--- src/verilog/i2c_master_pkg.sv ---
// package for the two-wire master: widths, state encoding, status carrier
// assumes one 10 MHz clock and a synchronous active-high reset everywhere
package i2c_master_pkg;

    // ----------------------------------------------------------------------
    // widths and depths
    // ----------------------------------------------------------------------
    localparam int unsigned BYTE_WIDTH  = 8;
    localparam int unsigned BAUD_WIDTH  = 8;
    localparam int unsigned FIFO_DEPTH  = 16;
    localparam int unsigned SYNC_STAGES = 2;

    // ----------------------------------------------------------------------
    // field positions and reset values
    // ----------------------------------------------------------------------
    localparam logic [2:0] LAST_BIT_INDEX  = 3'h7;
    localparam logic [2:0] FIRST_BIT_INDEX = 3'h0;
    localparam logic       LINE_RELEASED   = 1'b0;
    localparam logic       ACK_RESULT_RST  = 1'b0;
    localparam logic [BAUD_WIDTH-1:0] BAUD_ZERO = 8'h00;

    // ----------------------------------------------------------------------
    // master sequencer states, gray coded in the order listed
    // ----------------------------------------------------------------------
    typedef enum logic [3:0] {
        ST_IDLE      = 4'h0,
        ST_RS_SCLLOW = 4'h1,
        ST_RS_SDAREL = 4'h3,
        ST_RS_SCLREL = 4'h2,
        ST_RS_HIGH   = 4'h6,
        ST_RS_SDALOW = 4'h7,
        ST_TX_LOW    = 4'h5,
        ST_TX_RISE   = 4'h4,
        ST_TX_HIGH   = 4'hC,
        ST_ACK_LOW   = 4'hD,
        ST_ACK_RISE  = 4'hF,
        ST_ACK_HIGH  = 4'hE
    } state_type;

    // ----------------------------------------------------------------------
    // status carried out of the block together
    // ----------------------------------------------------------------------
    typedef struct packed {
        logic serialPortIrqFlag;
        logic bufferFullFlag;
        logic acknowledgeResultBit;
        logic startDetected;
        logic busCollision;
        logic repeatedStartRequest;
    } status_type;

endpackage

--- src/verilog/i2c_master_restart_and_transmit.sv ---
// two-wire bus master: repeated start generation and byte transmission
// assumes open-drain pins resolved outside; all pin inputs are asynchronous
`timescale 1ns/1ps

// --------------------------------------------------------------------------
// byte buffer between the writer and the shifter
// --------------------------------------------------------------------------
module i2c_byte_fifo #(
    parameter int unsigned WIDTH = 8,
    parameter int unsigned DEPTH = 16
) (
    input  wire logic             clock,    // system clock
    input  wire logic             rst,      // synchronous reset
    input  wire logic [WIDTH-1:0] inData,   // data to store
    input  wire logic             inValid,  // writer offers data
    output logic                  inReady,  // room for one more
    output logic      [WIDTH-1:0] outData,  // oldest entry
    output logic                  outValid, // an entry is present
    input  wire logic             outReady  // reader takes the entry
);
    localparam int unsigned AW = $clog2(DEPTH);

    logic [WIDTH-1:0] mem [DEPTH];
    logic [AW-1:0]    wrPtr_q;
    logic [AW-1:0]    rdPtr_q;
    logic [AW:0]      count_q;
    wire              doPush = inValid && inReady;
    wire              doPop  = outValid && outReady;

    assign inReady  = (count_q != (AW+1)'(DEPTH));
    assign outValid = (count_q != '0);
    assign outData  = mem[rdPtr_q];

    always_ff @(posedge clock) begin
        if (doPush) begin
            mem[wrPtr_q] <= inData;
        end
    end

    always_ff @(posedge clock) begin
        if (rst) begin
            wrPtr_q <= '0;
            rdPtr_q <= '0;
            count_q <= '0;
        end else begin
            if (doPush) begin
                wrPtr_q <= wrPtr_q + 1'b1;
            end
            if (doPop) begin
                rdPtr_q <= rdPtr_q + 1'b1;
            end
            count_q <= count_q + (AW+1)'(doPush) - (AW+1)'(doPop);
        end
    end
endmodule

// --------------------------------------------------------------------------
// master sequencer
// --------------------------------------------------------------------------
module i2c_master_restart_and_transmit (
    input  wire logic                                   clock,            // 10 MHz system clock
    input  wire logic                                   rst,              // synchronous reset
    input  wire logic [i2c_master_pkg::BAUD_WIDTH-1:0]  baudReload,       // generator reload value
    input  wire logic                                   repeatedStartSet, // pulse: request repeated start
    input  wire logic [i2c_master_pkg::BYTE_WIDTH-1:0]  bufferData,       // byte for the bus
    input  wire logic                                   bufferValid,      // byte offered
    output logic                                        bufferReady,      // byte accepted
    input  wire logic                                   irqClear,         // pulse: clear interrupt flag
    input  wire logic                                   startClear,       // pulse: clear start-detected
    input  wire logic                                   collisionClear,   // pulse: clear collision flag
    output i2c_master_pkg::status_type                  status,           // status bits
    input  wire logic                                   sclIn,            // clock pin level
    output logic                                        sclOut,           // clock pin output value
    output logic                                        sclOeN,           // low while pulling clock
    input  wire logic                                   sdaIn,            // data pin level
    output logic                                        sdaOut,           // data pin output value
    output logic                                        sdaOeN            // low while pulling data
);
    typedef i2c_master_pkg::state_type state_type;

    // ----------------------------------------------------------------------
    // pin synchronisers
    // ----------------------------------------------------------------------
    logic [1:0] sclSync_q;
    logic [1:0] sdaSync_q;
    logic       sclPrev_q;
    logic       sdaPrev_q;

    always_ff @(posedge clock) begin
        if (rst) begin
            sclSync_q <= 2'h3;
            sdaSync_q <= 2'h3;
            sclPrev_q <= 1'b1;
            sdaPrev_q <= 1'b1;
        end else begin
            sclSync_q <= {sclSync_q[0], sclIn};
            sdaSync_q <= {sdaSync_q[0], sdaIn};
            sclPrev_q <= sclSync_q[1];
            sdaPrev_q <= sdaSync_q[1];
        end
    end

    wire sclHigh = sclSync_q[1];
    wire sdaHigh = sdaSync_q[1];
    wire sclRose = sclHigh && !sclPrev_q;
    wire sclFell = !sclHigh && sclPrev_q;
    wire startSeen = sclHigh && sclPrev_q && !sdaHigh && sdaPrev_q;

    // ----------------------------------------------------------------------
    // transmit buffer
    // ----------------------------------------------------------------------
    logic [i2c_master_pkg::BYTE_WIDTH-1:0] fifoData;
    logic                                  fifoValid;
    logic                                  fifoPop;

    i2c_byte_fifo #(
        .WIDTH (i2c_master_pkg::BYTE_WIDTH),
        .DEPTH (i2c_master_pkg::FIFO_DEPTH)
    ) byteFifo (
        .clock    (clock),
        .rst      (rst),
        .inData   (bufferData),
        .inValid  (bufferValid),
        .inReady  (bufferReady),
        .outData  (fifoData),
        .outValid (fifoValid),
        .outReady (fifoPop)
    );

    // ----------------------------------------------------------------------
    // registers
    // ----------------------------------------------------------------------
    state_type                             state_q;
    state_type                             state_d;
    logic [i2c_master_pkg::BAUD_WIDTH-1:0] baudCnt_q;
    logic [i2c_master_pkg::BYTE_WIDTH-1:0] shift_q;
    logic [2:0]                            bitIdx_q;
    logic                                  sclLow_q;
    logic                                  sdaLow_q;
    logic                                  rsReq_q;
    logic                                  bufFull_q;
    logic                                  ackResult_q;
    logic                                  startFlag_q;
    logic                                  irqFlag_q;
    logic                                  collFlag_q;

    wire baudTick = (baudCnt_q == i2c_master_pkg::BAUD_ZERO);
    wire isIdle   = (state_q == i2c_master_pkg::ST_IDLE);

    wire rsAccept = repeatedStartSet && isIdle;
    // rs wins over a waiting byte
    assign fifoPop = isIdle && !rsAccept && !rsReq_q && fifoValid;

    wire collRise = (state_q == i2c_master_pkg::ST_RS_SCLREL) && sclRose && !sdaHigh;
    wire collFall = ((state_q == i2c_master_pkg::ST_RS_HIGH) || (state_q == i2c_master_pkg::ST_RS_SDALOW))
                    && sclFell;
    wire collision = collRise || collFall;

    // ----------------------------------------------------------------------
    // next state
    // ----------------------------------------------------------------------
    always_comb begin
        state_d = state_q;
        if (collision) begin
            state_d = i2c_master_pkg::ST_IDLE;
        end else begin
            case (state_q)
                i2c_master_pkg::ST_IDLE: begin
                    if (rsAccept) begin
                        state_d = i2c_master_pkg::ST_RS_SCLLOW;
                    end else if (fifoPop) begin
                        state_d = i2c_master_pkg::ST_TX_LOW;
                    end
                end
                i2c_master_pkg::ST_RS_SCLLOW: begin
                    if (!sclHigh) begin
                        state_d = i2c_master_pkg::ST_RS_SDAREL;
                    end
                end
                i2c_master_pkg::ST_RS_SDAREL: begin
                    // data must read high before the clock is let go
                    if (baudTick && sdaHigh) begin
                        state_d = i2c_master_pkg::ST_RS_SCLREL;
                    end
                end
                i2c_master_pkg::ST_RS_SCLREL: begin
                    if (sclHigh) begin
                        state_d = i2c_master_pkg::ST_RS_HIGH;
                    end
                end
                i2c_master_pkg::ST_RS_HIGH: begin
                    if (baudTick) begin
                        state_d = i2c_master_pkg::ST_RS_SDALOW;
                    end
                end
                i2c_master_pkg::ST_RS_SDALOW: begin
                    if (baudTick) begin
                        state_d = i2c_master_pkg::ST_IDLE;
                    end
                end
                i2c_master_pkg::ST_TX_LOW: begin
                    if (baudTick) begin
                        state_d = i2c_master_pkg::ST_TX_RISE;
                    end
                end
                i2c_master_pkg::ST_TX_RISE: begin
                    // a slave may stretch the clock here
                    if (sclHigh) begin
                        state_d = i2c_master_pkg::ST_TX_HIGH;
                    end
                end
                i2c_master_pkg::ST_TX_HIGH: begin
                    if (baudTick) begin
                        state_d = (bitIdx_q == i2c_master_pkg::LAST_BIT_INDEX) ?
                                  i2c_master_pkg::ST_ACK_LOW : i2c_master_pkg::ST_TX_LOW;
                    end
                end
                i2c_master_pkg::ST_ACK_LOW: begin
                    if (baudTick) begin
                        state_d = i2c_master_pkg::ST_ACK_RISE;
                    end
                end
                i2c_master_pkg::ST_ACK_RISE: begin
                    if (sclHigh) begin
                        state_d = i2c_master_pkg::ST_ACK_HIGH;
                    end
                end
                i2c_master_pkg::ST_ACK_HIGH: begin
                    if (baudTick) begin
                        state_d = i2c_master_pkg::ST_IDLE;
                    end
                end
                default: begin
                    state_d = i2c_master_pkg::ST_IDLE;
                end
            endcase
        end
    end

    wire stateChange = (state_d != state_q);
    wire rsDone  = (state_q == i2c_master_pkg::ST_RS_SDALOW) && baudTick && !collision;
    wire ackDone = (state_q == i2c_master_pkg::ST_ACK_HIGH) && baudTick;
    wire ackTake = (state_q == i2c_master_pkg::ST_ACK_RISE) && sclHigh;
    wire bitFall = (state_q == i2c_master_pkg::ST_TX_HIGH) && baudTick;

    // ----------------------------------------------------------------------
    // sequencer and baud generator
    // ----------------------------------------------------------------------
    always_ff @(posedge clock) begin
        if (rst) begin
            state_q   <= i2c_master_pkg::ST_IDLE;
            baudCnt_q <= i2c_master_pkg::BAUD_ZERO;
        end else begin
            state_q <= state_d;
            if (stateChange && state_d != i2c_master_pkg::ST_IDLE) begin
                baudCnt_q <= baudReload;
            end else if (!baudTick) begin
                baudCnt_q <= baudCnt_q - 1'b1;
            end
        end
    end

    // ----------------------------------------------------------------------
    // shifter
    // ----------------------------------------------------------------------
    always_ff @(posedge clock) begin
        if (rst) begin
            shift_q  <= '0;
            bitIdx_q <= i2c_master_pkg::FIRST_BIT_INDEX;
        end else if (fifoPop) begin
            shift_q  <= fifoData;
            bitIdx_q <= i2c_master_pkg::FIRST_BIT_INDEX;
        end else if (bitFall) begin
            shift_q  <= {shift_q[i2c_master_pkg::BYTE_WIDTH-2:0], 1'b0};
            bitIdx_q <= bitIdx_q + 1'b1;
        end
    end

    // ----------------------------------------------------------------------
    // line drivers
    // ----------------------------------------------------------------------
    always_ff @(posedge clock) begin
        if (rst || collision) begin
            sclLow_q <= i2c_master_pkg::LINE_RELEASED;
            sdaLow_q <= i2c_master_pkg::LINE_RELEASED;
        end else begin
            case (state_d)
                i2c_master_pkg::ST_RS_SCLLOW: begin
                    sclLow_q <= 1'b1;
                end
                i2c_master_pkg::ST_RS_SDAREL: begin
                    sclLow_q <= 1'b1;
                    sdaLow_q <= 1'b0;
                end
                i2c_master_pkg::ST_RS_SCLREL, i2c_master_pkg::ST_RS_HIGH: begin
                    sclLow_q <= 1'b0;
                    sdaLow_q <= 1'b0;
                end
                i2c_master_pkg::ST_RS_SDALOW: begin
                    sdaLow_q <= 1'b1;
                end
                // bit picked on entry only; the shifter has moved on by the next cycle
                i2c_master_pkg::ST_TX_LOW: begin
                    sclLow_q <= 1'b1;
                    sdaLow_q <= stateChange ? !(fifoPop ? fifoData[i2c_master_pkg::BYTE_WIDTH-1]
                                                        : shift_q[i2c_master_pkg::BYTE_WIDTH-2]) : sdaLow_q;
                end
                i2c_master_pkg::ST_TX_RISE, i2c_master_pkg::ST_TX_HIGH,
                i2c_master_pkg::ST_ACK_RISE, i2c_master_pkg::ST_ACK_HIGH: begin
                    sclLow_q <= 1'b0;
                end
                i2c_master_pkg::ST_ACK_LOW: begin
                    sclLow_q <= 1'b1;
                    sdaLow_q <= 1'b0;
                end
                default: begin
                    if (rsDone || ackDone) begin
                        sclLow_q <= 1'b1;
                    end
                end
            endcase
        end
    end

    // ----------------------------------------------------------------------
    // status flags; a set in the clearing cycle wins
    // ----------------------------------------------------------------------
    always_ff @(posedge clock) begin
        if (rst) begin
            rsReq_q     <= 1'b0;
            bufFull_q   <= 1'b0;
            ackResult_q <= i2c_master_pkg::ACK_RESULT_RST;
            startFlag_q <= 1'b0;
            irqFlag_q   <= 1'b0;
            collFlag_q  <= 1'b0;
        end else begin
            if (rsAccept) begin
                rsReq_q <= 1'b1;
            end else if (rsDone || collision) begin
                rsReq_q <= 1'b0;
            end
            if (fifoPop) begin
                bufFull_q <= 1'b1;
            end else if (bitFall && bitIdx_q == i2c_master_pkg::LAST_BIT_INDEX) begin
                bufFull_q <= 1'b0;
            end else if (collision) begin
                bufFull_q <= 1'b0;
            end
            if (ackTake) begin
                ackResult_q <= sdaHigh;
            end
            if (startSeen) begin
                startFlag_q <= 1'b1;
            end else if (startClear) begin
                startFlag_q <= 1'b0;
            end
            if (rsDone || ackDone) begin
                irqFlag_q <= 1'b1;
            end else if (irqClear) begin
                irqFlag_q <= 1'b0;
            end
            if (collision) begin
                collFlag_q <= 1'b1;
            end else if (collisionClear) begin
                collFlag_q <= 1'b0;
            end
        end
    end

    // ----------------------------------------------------------------------
    // outputs; pins are open drain so the driven value is always low
    // ----------------------------------------------------------------------
    assign sclOut = 1'b0;
    assign sdaOut = 1'b0;
    assign sclOeN = !sclLow_q;
    assign sdaOeN = !sdaLow_q;

    assign status.serialPortIrqFlag    = irqFlag_q;
    assign status.bufferFullFlag       = bufFull_q;
    assign status.acknowledgeResultBit = ackResult_q;
    assign status.startDetected        = startFlag_q;
    assign status.busCollision         = collFlag_q;
    assign status.repeatedStartRequest = rsReq_q;
endmodule

--- config.mk ---
export PLATFORM = sky130hd
export DESIGN_NAME = i2c_master_restart_and_transmit
export DESIGN_NICKNAME = d
export VERILOG_FILES = /design/src/verilog/i2c_master_pkg.sv /design/src/verilog/i2c_master_restart_and_transmit.sv
export SDC_FILE = /design/constraint.sdc
export NUM_CORES = 1
export LEC_CHECK = 0
export BUFFER_PORTS_ARGS = -buffer_cell sky130_fd_sc_hd__buf_2
export CORE_MARGIN = 4
export CORE_UTILIZATION = 61
export DETAILED_ROUTE_END_ITERATION = 16
export PLACE_DENSITY_LB_ADDON = 0.2
export SYNTH_ARGS = -nofsm -noshare
export SYNTH_HDL_FRONTEND = slang
export SYNTH_SLANG_ARGS = --single-unit
export TNS_END_PERCENT = 1
--- constraint.sdc ---
create_clock -name clock -period 3.55 [get_ports clock]
set_input_delay 0.71 -clock clock [delete_from_list [all_inputs] [get_ports clock]]
set_output_delay 0.71 -clock clock [all_outputs]
set_load 0.02 [all_outputs]
======== After elaboration in Yosys (flattened, before gate mapping) ========
Memory sizes are Yosys's and may differ from the RTL's. A register that Yosys moved wholly into a read port is not among the register bits.
Cells that the tools add are included.
word-level totals
  register bits after elaboration ......... 49
  word-level logic and storage cells ...... 148
  memories kept ........................... 1
  input bits .............................. 25
  memory bits (writable) .................. 128
cells by class
  reduce and logical (&&, ||, !) cells .... 55
  add/subtract/negate cells ............... 6
  bitwise gates (word level) .............. 1
  eq/ne operators ......................... 27
  muxes and demuxes ....................... 39
memory list
  name          depth  width  read ports  clocked after Yosys merged registers in  wr ports  line                                   text
  byteFifo.mem  16     8      1           1                                        1         i2c_master_restart_and_transmit.sv:23  logic [WIDTH-1:0] mem [DEPTH];
operator list
  operator             count
  $mux 4               16
  $pmux 4 s11          1
  $eq 4x3->1 const B   8
  $eq 4x4->1 const B   8
  $logic_and 1x1->1    22
  $eq 4x2->1 const B   4
  $mux 1               16
  $mux 8               2
  $mux 7               2
  $reduce_bool 2->1    5
  $logic_not 1->1      9
  $reduce_bool 3->1    3
  $add 4x1->4 const B  2
  $eq 4x1->1 const B   2
  $logic_not 8->1      1
  $reduce_or 4->1      2
  $sub 8x1->8 const B  1
  $pmux 1 s3           2
  $reduce_or 6->1      1
  $add 5x1->5          1
  $logic_or 1x1->1     5
  $ne 5x5->1 const B   1
  $reduce_bool 5->1    1
  $sub 5x1->5          1
  other kinds (10)     12

======== Depth between registers and ports, before layout ========
Gate-level depths: netlist (run 1).
  word-level depth ........................ 14
  depth in mapped cells ................... 17
  gate-level depth less buffers ........... 16

======== By module ========
Synthesis (run 1) repeated with hierarchy kept, for this count alone.
unflattened totals
  cell total of the unflattened synthesis .. 571
  area, all modules ....................... 8020.2 um2
modules (own cells, without submodules)
  module                           seq. area each (um2)  cells an instance  times used  area an instance (um2)
  i2c_byte_fifo                    4184.0                308                1           5810.6
  i2c_master_restart_and_transmit  720.7                 263                1           2209.6

======== Least setup slack after synthesis (run 1) ========
OpenSTA, ideal clock, no wires.
  path type ............................... flip-flop to flip-flop
  start point ............................. reg state_q[1]
  end point ............................... reg byteFifo.count_q[4]
  clock period less this slack ............ 2.691 ns
  stages on the path, launching flop included .. 17
  required time ........................... 3.417 ns
  path slack .............................. 0.859 ns
  arrival ................................. 2.559 ns
  path through ............................ dfxtp_1 buf_4 or4_4 nor2_4 nand2_4 clkinv_2 buf_6 ha_1 inv_1 ha_1 inv_1 fa_1 inv_1 a21oi_1 nor2_1 or3_1 a21oi_1
on the way
  word-level cells in the longest chain between the ends .. 8
RTL lines
  item                                line                                    text
  start: declaration                  i2c_master_restart_and_transmit.sv:133  state_type state_q;
  start signal: assignment            i2c_master_restart_and_transmit.sv:251  state_q <= i2c_master_pkg::ST_IDLE;
  start signal: assignment            i2c_master_restart_and_transmit.sv:254  state_q <= state_d;
  $logic_not 4->1 (*)                 i2c_master_restart_and_transmit.sv:148  wire isIdle = (state_q == i2c_master_pkg::ST_IDLE);
  $logic_and 1x1->1                   i2c_master_restart_and_transmit.sv:150  wire rsAccept = repeatedStartSet && isIdle;
  $logic_not 1->1                     i2c_master_restart_and_transmit.sv:152  assign fifoPop = isIdle && !rsAccept && !rsReq_q && fifoValid;
  $logic_and 1x1->1 (*) (3 in a row)  i2c_master_restart_and_transmit.sv:152
  $logic_and 1x1->1 (*)               i2c_master_restart_and_transmit.sv:28   wire doPop = outValid && outReady;
  named net byteFifo.doPop            i2c_master_restart_and_transmit.sv:28
  $sub 5x1->5 (*)                     i2c_master_restart_and_transmit.sv:52   count_q <= count_q + (AW+1)'(doPush) - (AW+1)'(doPop);
  end signal: assignment              i2c_master_restart_and_transmit.sv:52
  end: declaration                    i2c_master_restart_and_transmit.sv:26   logic [AW:0] count_q;
The timed path passes the listed nets; every way through them passes the cells marked *.
A chain may end at the register's enable or synchronous reset.

======== Final worst setup path (run 1) ========
  start point ............................. reg byteFifo.count_q[3]
  end point ............................... reg byteFifo.count_q[4]
on the way
  word-level cells in the longest chain between the ends .. 4
  elaborated cells on any way between the ends .. 7
  classes of those cells .................. add/sub (2); eq/ne (1); reduce/logical (4)
RTL lines
  item                                              line
  $ne 5x5->1 or $reduce_bool 5->1 (tied branches)   i2c_master_restart_and_transmit.sv:30, i2c_master_restart_and_transmit.sv:31
  $logic_and 1x1->1 (on tied branches)              i2c_master_restart_and_transmit.sv:27, i2c_master_restart_and_transmit.sv:152
  $add 5x1->5 or $logic_and 1x1->1 (tied branches)  i2c_master_restart_and_transmit.sv:52, i2c_master_restart_and_transmit.sv:28
  $sub 5x1->5 (*)                                   i2c_master_restart_and_transmit.sv:52
Mark *: on every way between the ends. The rest lies on a longest branch, timed or not.

==> results of run 1 <==
[per-stage QoR]
stage            util  power, mW  std cells
6_report       0.6877      6.204        747
5_1_grt        0.6877      6.550        747
4_1_cts        0.6877      6.253        747
3_5_place_dp   0.6432      4.471        716
3_3_place_gp   0.6432      4.421        716
2_1_floorplan       -      4.102        539
[layer usage]
metal | GRT usage | share of wire
met5 | 0 | 0
met1 | 0.2825 | 0.42
met4 | 0.07861 | 0.011
met2 | 0.3658 | 0.52
met3 | 0.05641 | 0.045
[cells in the mapped netlist, types with 2 or more instances]
cell type                  instances
sky130_fd_sc_hd__nand4b_1          2
sky130_fd_sc_hd__mux2_4            5
sky130_fd_sc_hd__nor4b_1           2
sky130_fd_sc_hd__o21ai_0           5
sky130_fd_sc_hd__mux2i_1          16
sky130_fd_sc_hd__nand4_1           5
sky130_fd_sc_hd__nor2b_1          11
sky130_fd_sc_hd__mux4_2           39
sky130_fd_sc_hd__buf_1             4
sky130_fd_sc_hd__xor2_1            8
sky130_fd_sc_hd__nand2_1          23
sky130_fd_sc_hd__or2_2             6
sky130_fd_sc_hd__dfxtp_1          53
sky130_fd_sc_hd__nor4_1            2
sky130_fd_sc_hd__buf_2             5
sky130_fd_sc_hd__clkbuf_1         19
sky130_fd_sc_hd__a32oi_1           2
sky130_fd_sc_hd__nor3_1           16
sky130_fd_sc_hd__nand3_1           8
sky130_fd_sc_hd__a21o_1            4
sky130_fd_sc_hd__and2_1            3
sky130_fd_sc_hd__nand2b_1         12
sky130_fd_sc_hd__inv_1            20
sky130_fd_sc_hd__nor2_1           47
sky130_fd_sc_hd__o211ai_1          2
sky130_fd_sc_hd__buf_6             2
sky130_fd_sc_hd__buf_4             9
sky130_fd_sc_hd__a211oi_1         10
sky130_fd_sc_hd__edfxtp_1        128
sky130_fd_sc_hd__a21oi_1          19
sky130_fd_sc_hd__xnor2_1           6
sky130_fd_sc_hd__ha_1             14
[cell usage in the layout, fill, tap and decap left out, types with 3 or more instances in the layout]
| cell type | instances |
|---|---|
| sky130_fd_sc_hd__nand3_1 | 8 |
| sky130_fd_sc_hd__mux2_4 | 5 |
| sky130_fd_sc_hd__or2_2 | 6 |
| sky130_fd_sc_hd__mux4_2 | 39 |
| sky130_fd_sc_hd__clkbuf_16 | 17 |
| sky130_fd_sc_hd__buf_4 | 10 |
| sky130_fd_sc_hd__nor2b_1 | 11 |
| sky130_fd_sc_hd__xor2_1 | 8 |
| sky130_fd_sc_hd__buf_2 | 33 |
| sky130_fd_sc_hd__a21o_1 | 4 |
| sky130_fd_sc_hd__xnor2_1 | 6 |
| sky130_fd_sc_hd__nor3_1 | 16 |
| sky130_fd_sc_hd__inv_1 | 20 |
| sky130_fd_sc_hd__dfxtp_1 | 52 |
| sky130_fd_sc_hd__nand2b_1 | 12 |
| sky130_fd_sc_hd__nand4_1 | 5 |
| sky130_fd_sc_hd__edfxtp_1 | 128 |
| sky130_fd_sc_hd__a211oi_1 | 10 |
| sky130_fd_sc_hd__ha_1 | 14 |
| sky130_fd_sc_hd__mux2i_1 | 16 |
| sky130_fd_sc_hd__nor2_1 | 47 |
| sky130_fd_sc_hd__o21ai_0 | 5 |
| sky130_fd_sc_hd__clkinv_4 | 3 |
| sky130_fd_sc_hd__a21oi_1 | 19 |
| sky130_fd_sc_hd__nand2_1 | 23 |
| sky130_fd_sc_hd__and2_1 | 3 |
[state kept, by name (all words and copies together) (netlist names), 2 cells and up, named ones only]
| register | cells |
|---|---|
| baudCnt_q | 8 |
| sdaSync_q | 2 |
| byteFifo.rdPtr_q | 4 |
| bitIdx_q | 3 |
| byteFifo.wrPtr_q | 4 |
| byteFifo.count_q | 5 |
| state_q | 4 |
| byteFifo.mem | 128 |
| sclSync_q | 2 |
| shift_q | 7 |
[final timing paths]
kind                       start                   to  slack, ps
min                 sdaSync_q[0]         sdaSync_q[1]        410
max reg2reg  byteFifo.count_q[3]  byteFifo.count_q[4]        430
min reg2reg         sdaSync_q[0]         sdaSync_q[1]        410
max          byteFifo.count_q[3]  byteFifo.count_q[4]        430
[logic make-up (layout without fill, tap and decap cells)]
kind of cell,count (synthesis),count (layout),share of synthesized area
DFF,181,181,0.6284
other,1,2,0.0004805
muxes,60,60,0.1427
adders and majority gates,15,15,0.02501
xor gates and xnor gates,14,14,0.01571
and+or+nand+nor,145,145,0.09490
buffers and inverters,60,96,0.03607
AOI/OAI and AO/OA,62,62,0.05675
[cell type report]
cell class / instances / area [um^2]
Inverter: 21 / 80.08
Multi-Input combinational cell: 298 / 2623
Fill cell: 865 / 3925
Clock buffer: 19 / 432.9
Sequential cell: 181 / 4906
Tap cell: 172 / 215.2
Timing Repair Buffer: 44 / 260.3
Clock inverter: 12 / 126.4
[power breakdown]
group	switching [mW]	leakage [nW]	internal, mW
logic	0.941	1.17	0.883
clock network	0.798	0.265	0.977
registers	0.159	1.59	2.45
total	1.90	3.02	4.31
[worst max-delay path: stages (launching register included)]
cell and delay, ps:
sky130_fd_sc_hd__dfxtp_1 320, sky130_fd_sc_hd__inv_1 90, sky130_fd_sc_hd__ha_1 180, sky130_fd_sc_hd__nor4b_1 310
sky130_fd_sc_hd__nor2_1 140, sky130_fd_sc_hd__nand2_4 190, sky130_fd_sc_hd__clkinv_2 200, sky130_fd_sc_hd__ha_1 330
sky130_fd_sc_hd__inv_1 40, sky130_fd_sc_hd__ha_1 200, sky130_fd_sc_hd__inv_1 80, sky130_fd_sc_hd__fa_1 210
sky130_fd_sc_hd__inv_1 50, sky130_fd_sc_hd__a21oi_1 160, sky130_fd_sc_hd__nor2_1 70, sky130_fd_sc_hd__or3_1 350
sky130_fd_sc_hd__a21oi_1 140
==> impl_results.rst, run 1 <==
.. list-table::
   :header-rows: 1

   * - Metric
     - Value
   * - Worst Reg-to-Reg Cells
     - 16
   * - Worst min-delay path class
     - reg2reg
   * - Worst-case clock buffer depth
     - 2
   * - Number of buffers added for setup after CTS
     - 0
   * - Required time at the worst-slack endpoint
     - between 3000 and 4000 ps
   * - Pin count of the biggest net entering global routing
     - 57
   * - Area contributors post-synth
     - sky130_fd_sc_hd__edfxtp_1 49%, sky130_fd_sc_hd__dfxtp_1 14%, sky130_fd_sc_hd__mux4_2 11%, sky130_fd_sc_hd__nor2_1 2.3%, sky130_fd_sc_hd__ha_1 2.2%
   * - Seq/Total Area, Yosys
     - 0.6284
   * - Clock insertion delay at the later pin of the skew report
     - 430 ps
   * - Number of synthesized flops with an enable pin
     - between 100 and 150
   * - Die W
     - ~120 um
   * - Cell taking the most area after synthesis
     - sky130_fd_sc_hd__edfxtp_1
   * - WL per Instance
     - 19.74 um
   * - Number of nets still failing antenna checks after routing
     - 0
   * - Hold_ws
     - between 400 and 500 ps
   * - Worst Path Arrival
     - 3460 ps
   * - IR drop worst, VDD
     - 0.0005706 V
   * - Placeable core area
     - about 13000 um^2
   * - Vias in the first global route
     - around 4500
   * - Fin Clk Skew
     - roughly 12 ps
   * - Post-placement setup slack
     - ~450 ps
   * - Number of remaining DRC errors
     - 0
   * - Clock transition time at the flip-flop clock pins of the worst setup and hold paths
     - ~70 ps
   * - Critical Path Source Type
     - flip-flop
   * - Count of final hold-check violations
     - 0
   * - Number of placed I/O pins
     - 36
   * - Final critical-path share of the clock period
     - 0.8792
   * - Total power per unit cell area
     - ~700 nW/um^2
   * - Count of cell types in the netlist
     - 63
   * - Total track usage
     - 0.2201
   * - Chip height
     - around 120 um
   * - Count of hold buffers inserted by post-cts repair
     - 0
   * - Worst Tran Pin Value
     - approximately 950 ps
   * - Row count
     - 41
   * - Fraction of final layout cells with drive strength greater than 1
     - 0.2296
   * - Number of levels the H-tree was split into
     - 4
   * - Clock sinks
     - 181
   * - Total congestion overflow after global routing
     - 0
   * - Dpl cell area
     - approximately 8100 um^2
   * - # diodes
     - 0
   * - Critical path class
     - reg2reg
   * - Initial antenna violation count
     - 0
   * - Synthesized instance count
     - approximately 540
   * - Synth Register Bits
     - ~180
   * - Reported leakage power
     - roughly 3.0 nW
   * - Final std cell area, no fill
     - around 8600 um^2
   * - Cells resized by post-CTS repair
     - 0
   * - CP Max Fanout
     - 18
   * - Maximum Capacitance Violations
     - 0
   * - Placed wire-length estimate after detailed placement
     - 9.724 mm
   * - Worst Slack Setup Final
     - 428.9 ps
   * - Global-route wire length before repair
     - approximately 24 mm
   * - Clock tree from TritonCTS
     - done
   * - Slew Limit Fails
     - 0
   * - Iteration-0 DRC Markers
     - a little under 400
   * - Worst hold path depth
     - 1
   * - Netlist area before placement
     - 7805 um^2
   * - Average cell area after synthesis
     - 14.51 um^2
   * - Area growth from synthesis to layout
     - 10.74%
   * - Asr flop ratio synth
     - 0
   * - Die outline area
     - 14670 um^2
   * - Initial cell density of the core
     - 0.6210
   * - Count of final setup violators
     - 0
   * - Final wirelength
     - about 15 mm
   * - PortBufs
     - 33
   * - Num CTS Buffers
     - 17
   * - Worst relative slew slack
     - 0.3697
   * - Drt first pass iters
     - 5
   * - GPL Wtd Cong
     - about 0.87
   * - Clock Tree Root
     - sky130_fd_sc_hd__clkbuf_16
   * - Area share of the leading cell type in the synthesized netlist
     - 0.4925
   * - Maximum clock frequency
     - around 320 MHz
   * - Via Count
     - between 4000 and 5000
   * - Ratio of routed vias to standard cells
     - approximately 6
   * - Minimum period implied by the final worst setup slack
     - 3121 ps
   * - Outcome
     - complete, no violations
   * - Number of warning messages in the yosys log
     - 0
   * - Setup repair after global routing missed its margin
     - false
   * - Primary flip-flop cell chosen by synthesis mapping
     - sky130_fd_sc_hd__edfxtp_1
   * - Final #Nets
     - about 600
   * - TNS Setup
     - 0 ps
   * - Sort of element at the end of the critical path
     - flip-flop
Power figures use the tool's default switching activity.
==> inputs of run 2 (changes only) <==
--- a/config.mk
+++ b/config.mk
@@ -8,4 +8,7 @@
 export BUFFER_PORTS_ARGS = -buffer_cell sky130_fd_sc_hd__buf_2
+export CAP_MARGIN = 20
+export CELL_PAD_IN_SITES_DETAIL_PLACEMENT = 1
+export CELL_PAD_IN_SITES_GLOBAL_PLACEMENT = 1
 export CORE_MARGIN = 4
-export CORE_UTILIZATION = 61
+export CORE_UTILIZATION = 51
 export DETAILED_ROUTE_END_ITERATION = 16
--- a/constraint.sdc
+++ b/constraint.sdc
@@ -3,2 +3,2 @@
 set_output_delay 0.71 -clock clock [all_outputs]
-set_load 0.02 [all_outputs]
+set_load 0.005 [all_outputs]
==> impl_results.rst, run 2 (same netlist as run 1, synthesis figures left out) <==
.. list-table::
   :header-rows: 1

   * - Metric
     - Value
   * - Row count
     - between 40 and 50
   * - Dpl cell area
     - ~8100 um^2
   * - Number of nets still failing antenna checks after routing
     - 0
   * - Total of fill cells in the finished design
     - 1391
   * - Worst hold path depth
     - 1
   * - Outcome
     - complete, no violations
   * - Clock transition time at the flip-flop clock pins of the worst setup and hold paths
     - 70 ps
   * - Global-route wire length before repair
     - between 20 and 30 mm
   * - Die outline area
     - about 17000 um^2
   * - Clock Tree Root
     - sky130_fd_sc_hd__clkbuf_16
   * - Reg2Reg Capture Point
     - byteFifo.count_q[4]
   * - Highest-count cells in the layout ignoring fill and taps
     - 128 x sky130_fd_sc_hd__edfxtp_1, 52 x sky130_fd_sc_hd__dfxtp_1, 47 x sky130_fd_sc_hd__nor2_1
   * - Sort of element at the end of the critical path
     - flip-flop
   * - TNS Setup
     - 0 ps
   * - Maximum Capacitance Violations
     - 0
   * - Worst min-delay path class
     - reg2reg
   * - Final std cell area, no fill
     - between 8000 and 9000 um^2
   * - CP Max Fanout
     - 18
   * - Count of final setup violators
     - 0
   * - Crit. path cell count
     - 16
   * - Fraction of final layout cells with drive strength greater than 1
     - 0.2431
   * - Library cell contributing the largest single delay on the critical path
     - sky130_fd_sc_hd__nor4b_1
   * - Total power draw
     - about 6.4 mW
   * - Placeable core area
     - 14750 um^2
   * - Drt first pass iters
     - 4
   * - Clock sinks
     - about 180
   * - Total congestion overflow after global routing
     - 0
   * - Ratio of routed vias to standard cells
     - between 5 and 6
   * - Num CTS Buffers
     - 17
   * - Total power per unit cell area
     - between 700 and 800 nW/um^2
   * - Post-placement setup slack
     - 380.9 ps
   * - WL per Instance
     - ~22 um
   * - Final wirelength
     - between 15 and 20 mm
   * - Crit path buf inv count
     - 5
   * - Largest Register
     - byteFifo.mem
   * - Required time at the worst-slack endpoint
     - ~4000 ps
   * - Worst relative slew slack
     - 0.3012
   * - Chip height
     - between 100 and 150 um
   * - Cells resized by post-CTS repair
     - 0
   * - Reported leakage power
     - approximately 3 nW
   * - Worst Reg-to-Reg Cells
     - 16
   * - Worst Tran Pin Value
     - roughly 1000 ps
   * - Final #Nets
     - 607
   * - CP max stage delay
     - approximately 340 ps
   * - Launch point of the worst hold path
     - sclSync_q[0]
   * - Number of placed I/O pins
     - 36
   * - Setup repair after global routing missed its margin
     - false
   * - IR drop worst, VDD
     - between 0.0005 and 0.0006 V
   * - Slew Limit Fails
     - 0
   * - Clock insertion delay at the later pin of the skew report
     - between 400 and 500 ps
   * - Maximum clock frequency
     - between 300 and 400 MHz
   * - Final critical-path share of the clock period
     - 0.9007
   * - Number of levels the H-tree was split into
     - 4
   * - GPL Wtd Cong
     - around 0.86
   * - Clock tree from TritonCTS
     - done
   * - Count of hold buffers inserted by post-cts repair
     - 0
   * - Flop2flop setup slack
     - around 350 ps
   * - Fin Clk Skew
     - roughly 9 ps
   * - Initial antenna violation count
     - 0
   * - Initial cell density of the core
     - 0.5290
   * - Count of final hold-check violations
     - 0
   * - Critical Path Source Type
     - flip-flop
   * - Minimum period implied by the final worst setup slack
     - roughly 3200 ps
   * - Cell family contributing the most delay on the critical path
     - simple AND/OR/NAND/NOR gates
   * - Max FFs per register
     - 128
   * - Worst Slack Setup Final
     - about 350 ps
   * - Number of remaining DRC errors
     - 0
   * - Via Count
     - around 4500
   * - Most used cell along the critical path
     - sky130_fd_sc_hd__inv_1
   * - Die W
     - 131.7 um
   * - Share of the core filled with cells
     - 0.5917
   * - Total track usage
     - 0.2037
   * - Hold Crit Endpoint
     - sclSync_q[1]
   * - Iteration-0 DRC Markers
     - between 200 and 250
   * - Critical path class
     - reg2reg
   * - Cell chain of the critical path
     - inv_1 > ha_1 > nor4b_1 > nor2_1 > nand2_4 > clkinv_2 > ha_1 > inv_1 > ha_1 > inv_1 > fa_1 > inv_1 > a21oi_1 > nor2_1 > or3_1 > a21oi_1
   * - Biggest registers after layout
     - byteFifo.mem: 128 flops, baudCnt_q: 8 flops, shift_q: 7 flops
   * - Worst-case clock buffer depth
     - 2
   * - PortBufs
     - 33
   * - Vias in the first global route
     - between 4000 and 5000
   * - Placed wire-length estimate after detailed placement
     - ~12 mm
   * - Worst flop-to-flop path startpoint
     - byteFifo.count_q[3]
   * - # diodes
     - 0
   * - Leading cell type in the layout, fill and taps excluded
     - sky130_fd_sc_hd__edfxtp_1
   * - Number of buffers added for setup after CTS
     - 0
   * - Pin count of the biggest net entering global routing
     - 57
   * - Area growth from synthesis to layout
     - 11.85%
   * - Worst Path Arrival
     - about 3600 ps
run 2: cell count changes in the layout (fill, tap and decap cells not counted):
| cell | previous run | this run |
|---|---|---|
| sky130_fd_sc_hd__buf_12 | 1 | 0 |
| sky130_fd_sc_hd__buf_4 | 10 | 15 |
| sky130_fd_sc_hd__bufinv_16 | 1 | 2 |
| sky130_fd_sc_hd__clkbuf_1 | 2 | 0 |
| sky130_fd_sc_hd__clkinv_1 | 2 | 0 |
| sky130_fd_sc_hd__clkinv_4 | 3 | 1 |
| sky130_fd_sc_hd__clkinvlp_4 | 2 | 5 |
| sky130_fd_sc_hd__inv_8 | 2 | 5 |
run 2: final cells by class:
cell class	count	area, um^2	area share
clock buffer	17	425.4	0.04873
clock inverter	15	187.7	0.02150
inverter	21	80.08	0.009173
multi-input combinational	298	2623	0.3004
sequential	181	4906	0.5620
tap	184	230.2	0.02637
timing repair buffer	48	277.8	0.03182
run 2: worst reg2reg max path, cell delays in order (launching register included):
cell	delay (ps)
sky130_fd_sc_hd__dfxtp_1	330
sky130_fd_sc_hd__inv_1	90
sky130_fd_sc_hd__ha_1	180
sky130_fd_sc_hd__nor4b_1	340
sky130_fd_sc_hd__nor2_1	140
sky130_fd_sc_hd__nand2_4	210
sky130_fd_sc_hd__clkinv_2	220
sky130_fd_sc_hd__ha_1	340
sky130_fd_sc_hd__inv_1	40
sky130_fd_sc_hd__ha_1	210
sky130_fd_sc_hd__inv_1	80
sky130_fd_sc_hd__fa_1	210
sky130_fd_sc_hd__inv_1	50
sky130_fd_sc_hd__a21oi_1	140
sky130_fd_sc_hd__nor2_1	70
sky130_fd_sc_hd__or3_1	340
sky130_fd_sc_hd__a21oi_1	140
run 2: stage by stage:
stage | hold slack, ps | cells
finish | 414.9 | 764
global route | 427.9 | 764
CTS | 416.4 | 764
detailed placement | 399.1 | 732
global placement | 398.7 | 732
floorplan | 389.5 | 539
run 2: per-layer routing:
| metal | wire [um] | GRT usage | share of wire |
|---|---|---|---|
| met3 | 623 | 0.05352 | 0.038 |
| met1 | 6926 | 0.2525 | 0.42 |
| met5 | 0 | 0 | 0 |
| met4 | 353 | 0.07235 | 0.021 |
| met2 | 8704 | 0.3479 | 0.52 |
run 2: worst max-delay path by stage:
| stage | start | endpoint | slack, ps |
|---|---|---|---|
| after floorplan | state_q[1] | byteFifo.count_q[4] | 860 |
| after global placement | byteFifo.count_q[3] | byteFifo.count_q[4] | 540 |
| after detailed placement | byteFifo.count_q[3] | byteFifo.count_q[4] | 380 |
| after CTS | byteFifo.count_q[3] | byteFifo.count_q[4] | 350 |
| after global routing | byteFifo.count_q[3] | byteFifo.count_q[4] | 140 |
| final | byteFifo.count_q[3] | byteFifo.count_q[4] | 350 |
run 2: power by group:
group / switching, mW / total, mW / internal [mW]
Combinational: 1.01 / 1.90 / 0.896
Clock: 0.846 / 1.91 / 1.07
Sequential: 0.147 / 2.59 / 2.45
==> inputs of run 3 (changes only) <==
ABC_AREA = 1   (was default)
CORE_UTILIZATION = 49   (was 51)
SKIP_LAST_GASP = 1   (was default)
==> impl_results.rst, run 3 <==
.. list-table::
   :header-rows: 1

   * - Metric
     - Value
   * - Outcome
     - complete, no violations
   * - Count of cell types in the netlist
     - 48
   * - Worst Path Arrival
     - approximately 3200 ps
   * - Critical Path Source Type
     - flip-flop
   * - Reg2Reg Capture Point
     - byteFifo.count_q[4]
   * - Maximum Capacitance Violations
     - 0
   * - Number of nets still failing antenna checks after routing
     - 0
   * - Count of hold buffers inserted by post-cts repair
     - 0
   * - Netlist area before placement
     - around 7900 um^2
   * - Critical path class
     - reg2reg
   * - Final wirelength
     - between 20 and 25 mm
   * - Row count
     - 46
   * - Final critical-path share of the clock period
     - 0.8168
   * - Area contributors post-synth
     - sky130_fd_sc_hd__edfxtp_1 48%, sky130_fd_sc_hd__dfxtp_1 13%, sky130_fd_sc_hd__nor2_1 5.1%, sky130_fd_sc_hd__nand2_1 4.6%, sky130_fd_sc_hd__o21ai_0 4.1%
   * - Reported leakage power
     - roughly 3.3 nW
   * - Chip height
     - 135.4 um
   * - Number of placed I/O pins
     - 36
   * - Placeable core area
     - approximately 16000 um^2
   * - Biggest registers after layout
     - byteFifo.mem: 128 flops, baudCnt_q: 8 flops, shift_q: 7 flops
   * - Number of remaining DRC errors
     - 0
   * - Pin count of the biggest net entering global routing
     - 65
   * - WL per Instance
     - 20.38 um
   * - Worst flop-to-flop path startpoint
     - state_q[3]
   * - Global-route wire length before repair
     - between 30 and 40 mm
   * - Clock transition time at the flip-flop clock pins of the worst setup and hold paths
     - roughly 70 ps
   * - Clock Tree Root
     - sky130_fd_sc_hd__clkbuf_16
   * - Area share of the leading cell type in the synthesized netlist
     - 0.4836
   * - Slew Limit Fails
     - 0
   * - Clock tree from TritonCTS
     - done
   * - Fin Clk Skew
     - 11.03 ps
   * - Crit. Startpoint
     - state_q[3]
   * - Number of warning messages in the yosys log
     - 0
   * - Initial antenna violation count
     - 0
   * - Worst min-delay path class
     - reg2reg
   * - Cells resized by post-CTS repair
     - 0
   * - Primary flip-flop cell chosen by synthesis mapping
     - sky130_fd_sc_hd__edfxtp_1
   * - Initial cell density of the core
     - 0.5004
   * - Worst relative slew slack
     - 0.3311
   * - Placed wire-length estimate after detailed placement
     - about 13 mm
   * - Area growth from synthesis to layout
     - 10.88%
   * - Total congestion overflow after global routing
     - 0
   * - Worst-case clock buffer depth
     - 2
   * - Leading cell type in the layout, fill and taps excluded
     - sky130_fd_sc_hd__edfxtp_1
   * - Average cell area after synthesis
     - roughly 10 um^2
   * - Clock insertion delay at the later pin of the skew report
     - between 400 and 500 ps
   * - Synthesized instance count
     - around 760
   * - Total power per unit cell area
     - about 760 nW/um^2
   * - Vias in the first global route
     - just over 6000
   * - PortBufs
     - 33
   * - Clock sinks
     - 181
   * - Share of the core filled with cells
     - 0.5548
   * - Worst Tran Pin Value
     - around 1000 ps
   * - Iteration-0 DRC Markers
     - between 300 and 400
   * - Final #Nets
     - between 800 and 900
   * - Seq/Total Area, Yosys
     - 0.6170
   * - Via Count
     - ~5700
   * - # diodes
     - 0
   * - IR drop worst, VDD
     - around 0.00040 V
   * - Maximum clock frequency
     - between 300 and 400 MHz
   * - Die outline area
     - roughly 18000 um^2
   * - Commonest cells post-synth
     - 128 x sky130_fd_sc_hd__edfxtp_1, 107 x sky130_fd_sc_hd__nor2_1, 97 x sky130_fd_sc_hd__nand2_1
   * - GPL Wtd Cong
     - around 0.84
   * - Ratio of routed vias to standard cells
     - between 5 and 6
   * - Die W
     - roughly 140 um
   * - Minimum period implied by the final worst setup slack
     - approximately 2900 ps
   * - Drt first pass iters
     - 5
   * - Max FFs per register
     - approximately 130
   * - Flop2flop setup slack
     - around 650 ps
   * - Most common cell in the synthesized netlist
     - sky130_fd_sc_hd__edfxtp_1
   * - Number of levels the H-tree was split into
     - 4
   * - Sort of element at the end of the critical path
     - flip-flop
   * - Required time at the worst-slack endpoint
     - 3850 ps
   * - Setup repair after global routing missed its margin
     - false
   * - Num CTS Buffers
     - 17
   * - End point of the critical path
     - byteFifo.count_q[4]
   * - Synth Register Bits
     - 181
   * - Cell taking the most area after synthesis
     - sky130_fd_sc_hd__edfxtp_1
   * - Worst Reg-to-Reg Cells
     - 14
   * - Total track usage
     - 0.2344
   * - TNS Setup
     - 0 ps
   * - Count of final hold-check violations
     - 0
   * - Number of buffers added for setup after CTS
     - 0
   * - Asr flop ratio synth
     - 0
   * - Highest-count cells in the layout ignoring fill and taps
     - 128 x sky130_fd_sc_hd__edfxtp_1, 107 x sky130_fd_sc_hd__nor2_1, 97 x sky130_fd_sc_hd__nand2_1
   * - CP Max Fanout
     - 8
   * - Largest Register
     - byteFifo.mem
   * - Count of final setup violators
     - 0
   * - Fraction of final layout cells with drive strength greater than 1
     - 0.1748
   * - Number of synthesized flops with an enable pin
     - 128
[run 3: logic make-up (layout without fill, tap and decap cells)]
family / Yosys count / in the layout / synth area share
DFF: 181 / 181 / 0.6170
xor gates and xnor gates: 8 / 8 / 0.008815
AOI/OAI and AO/OA: 158 / 158 / 0.1221
other: 1 / 2 / 0.0004718
adders and majority gates: 15 / 15 / 0.02456
buffers and inverters: 101 / 134 / 0.05493
and+or+nand+nor: 297 / 297 / 0.1720
[run 3: critical path, cell delays in order, from the launching register on]
cell	delay (ps)
sky130_fd_sc_hd__dfxtp_1	430
sky130_fd_sc_hd__nor2_2	250
sky130_fd_sc_hd__nand2_2	100
sky130_fd_sc_hd__nor2_2	100
sky130_fd_sc_hd__nand3_2	120
sky130_fd_sc_hd__inv_1	110
sky130_fd_sc_hd__ha_1	230
sky130_fd_sc_hd__inv_1	60
sky130_fd_sc_hd__ha_1	190
sky130_fd_sc_hd__inv_1	70
sky130_fd_sc_hd__fa_1	460
sky130_fd_sc_hd__nor3_1	240
sky130_fd_sc_hd__a211oi_1	100
sky130_fd_sc_hd__o21ai_0	210
sky130_fd_sc_hd__a21oi_1	90
[run 3: stage by stage]
stage	power, mW	instance area, um^2	hold WS, ps	cells	setup WS, ps
2_1_floorplan	4.295	7953	389.5	762	790.9
3_3_place_gp	4.709	8253	395.8	979	898.9
3_5_place_dp	4.857	8253	402.9	979	823.8
4_1_cts	6.715	8813	422.4	1011	597.0
5_1_grt	7.086	8813	435.4	1011	467.8
6_report	6.690	8813	416.6	1011	650.4
[run 3: metal layers]
metal,GRT usage,part of all wire
met2,0.4278,0.54
met1,0.2824,0.41
met5,0,0
met3,0.04086,0.034
met4,0.07279,0.019
[run 3: cell type report]
| cell class | count | area [um^2] |
|---|---|---|
| Tap cell | 216 | 270.3 |
| Fill cell | 1770 | 7072 |
| Inverter | 58 | 217.7 |
| Timing Repair Buffer | 44 | 247.7 |
| Sequential cell | 181 | 4906 |
| Multi-Input combinational cell | 480 | 2611 |
| Clock buffer | 18 | 429.2 |
| Clock inverter | 14 | 131.4 |
[run 3: where the power goes]
group / switching (mW) / internal, mW / leakage [nW]
sequential: 0.144 / 2.46 / 1.59
clock: 0.895 / 0.931 / 0.277
combinational: 1.55 / 0.717 / 1.46
total: 2.59 / 4.10 / 3.33
[run 3: worst min path at each step]
stage,start,to,depth (start not counted)
finish,sclSync_q[0],sclSync_q[1],1
global placement,sclSync_q[0],sclSync_q[1],1
floorplan,sclSync_q[0],sclSync_q[1],1
detailed placement,sclSync_q[0],sclSync_q[1],1
CTS,sclSync_q[0],sclSync_q[1],1
global route,sdaSync_q[0],sdaSync_q[1],1
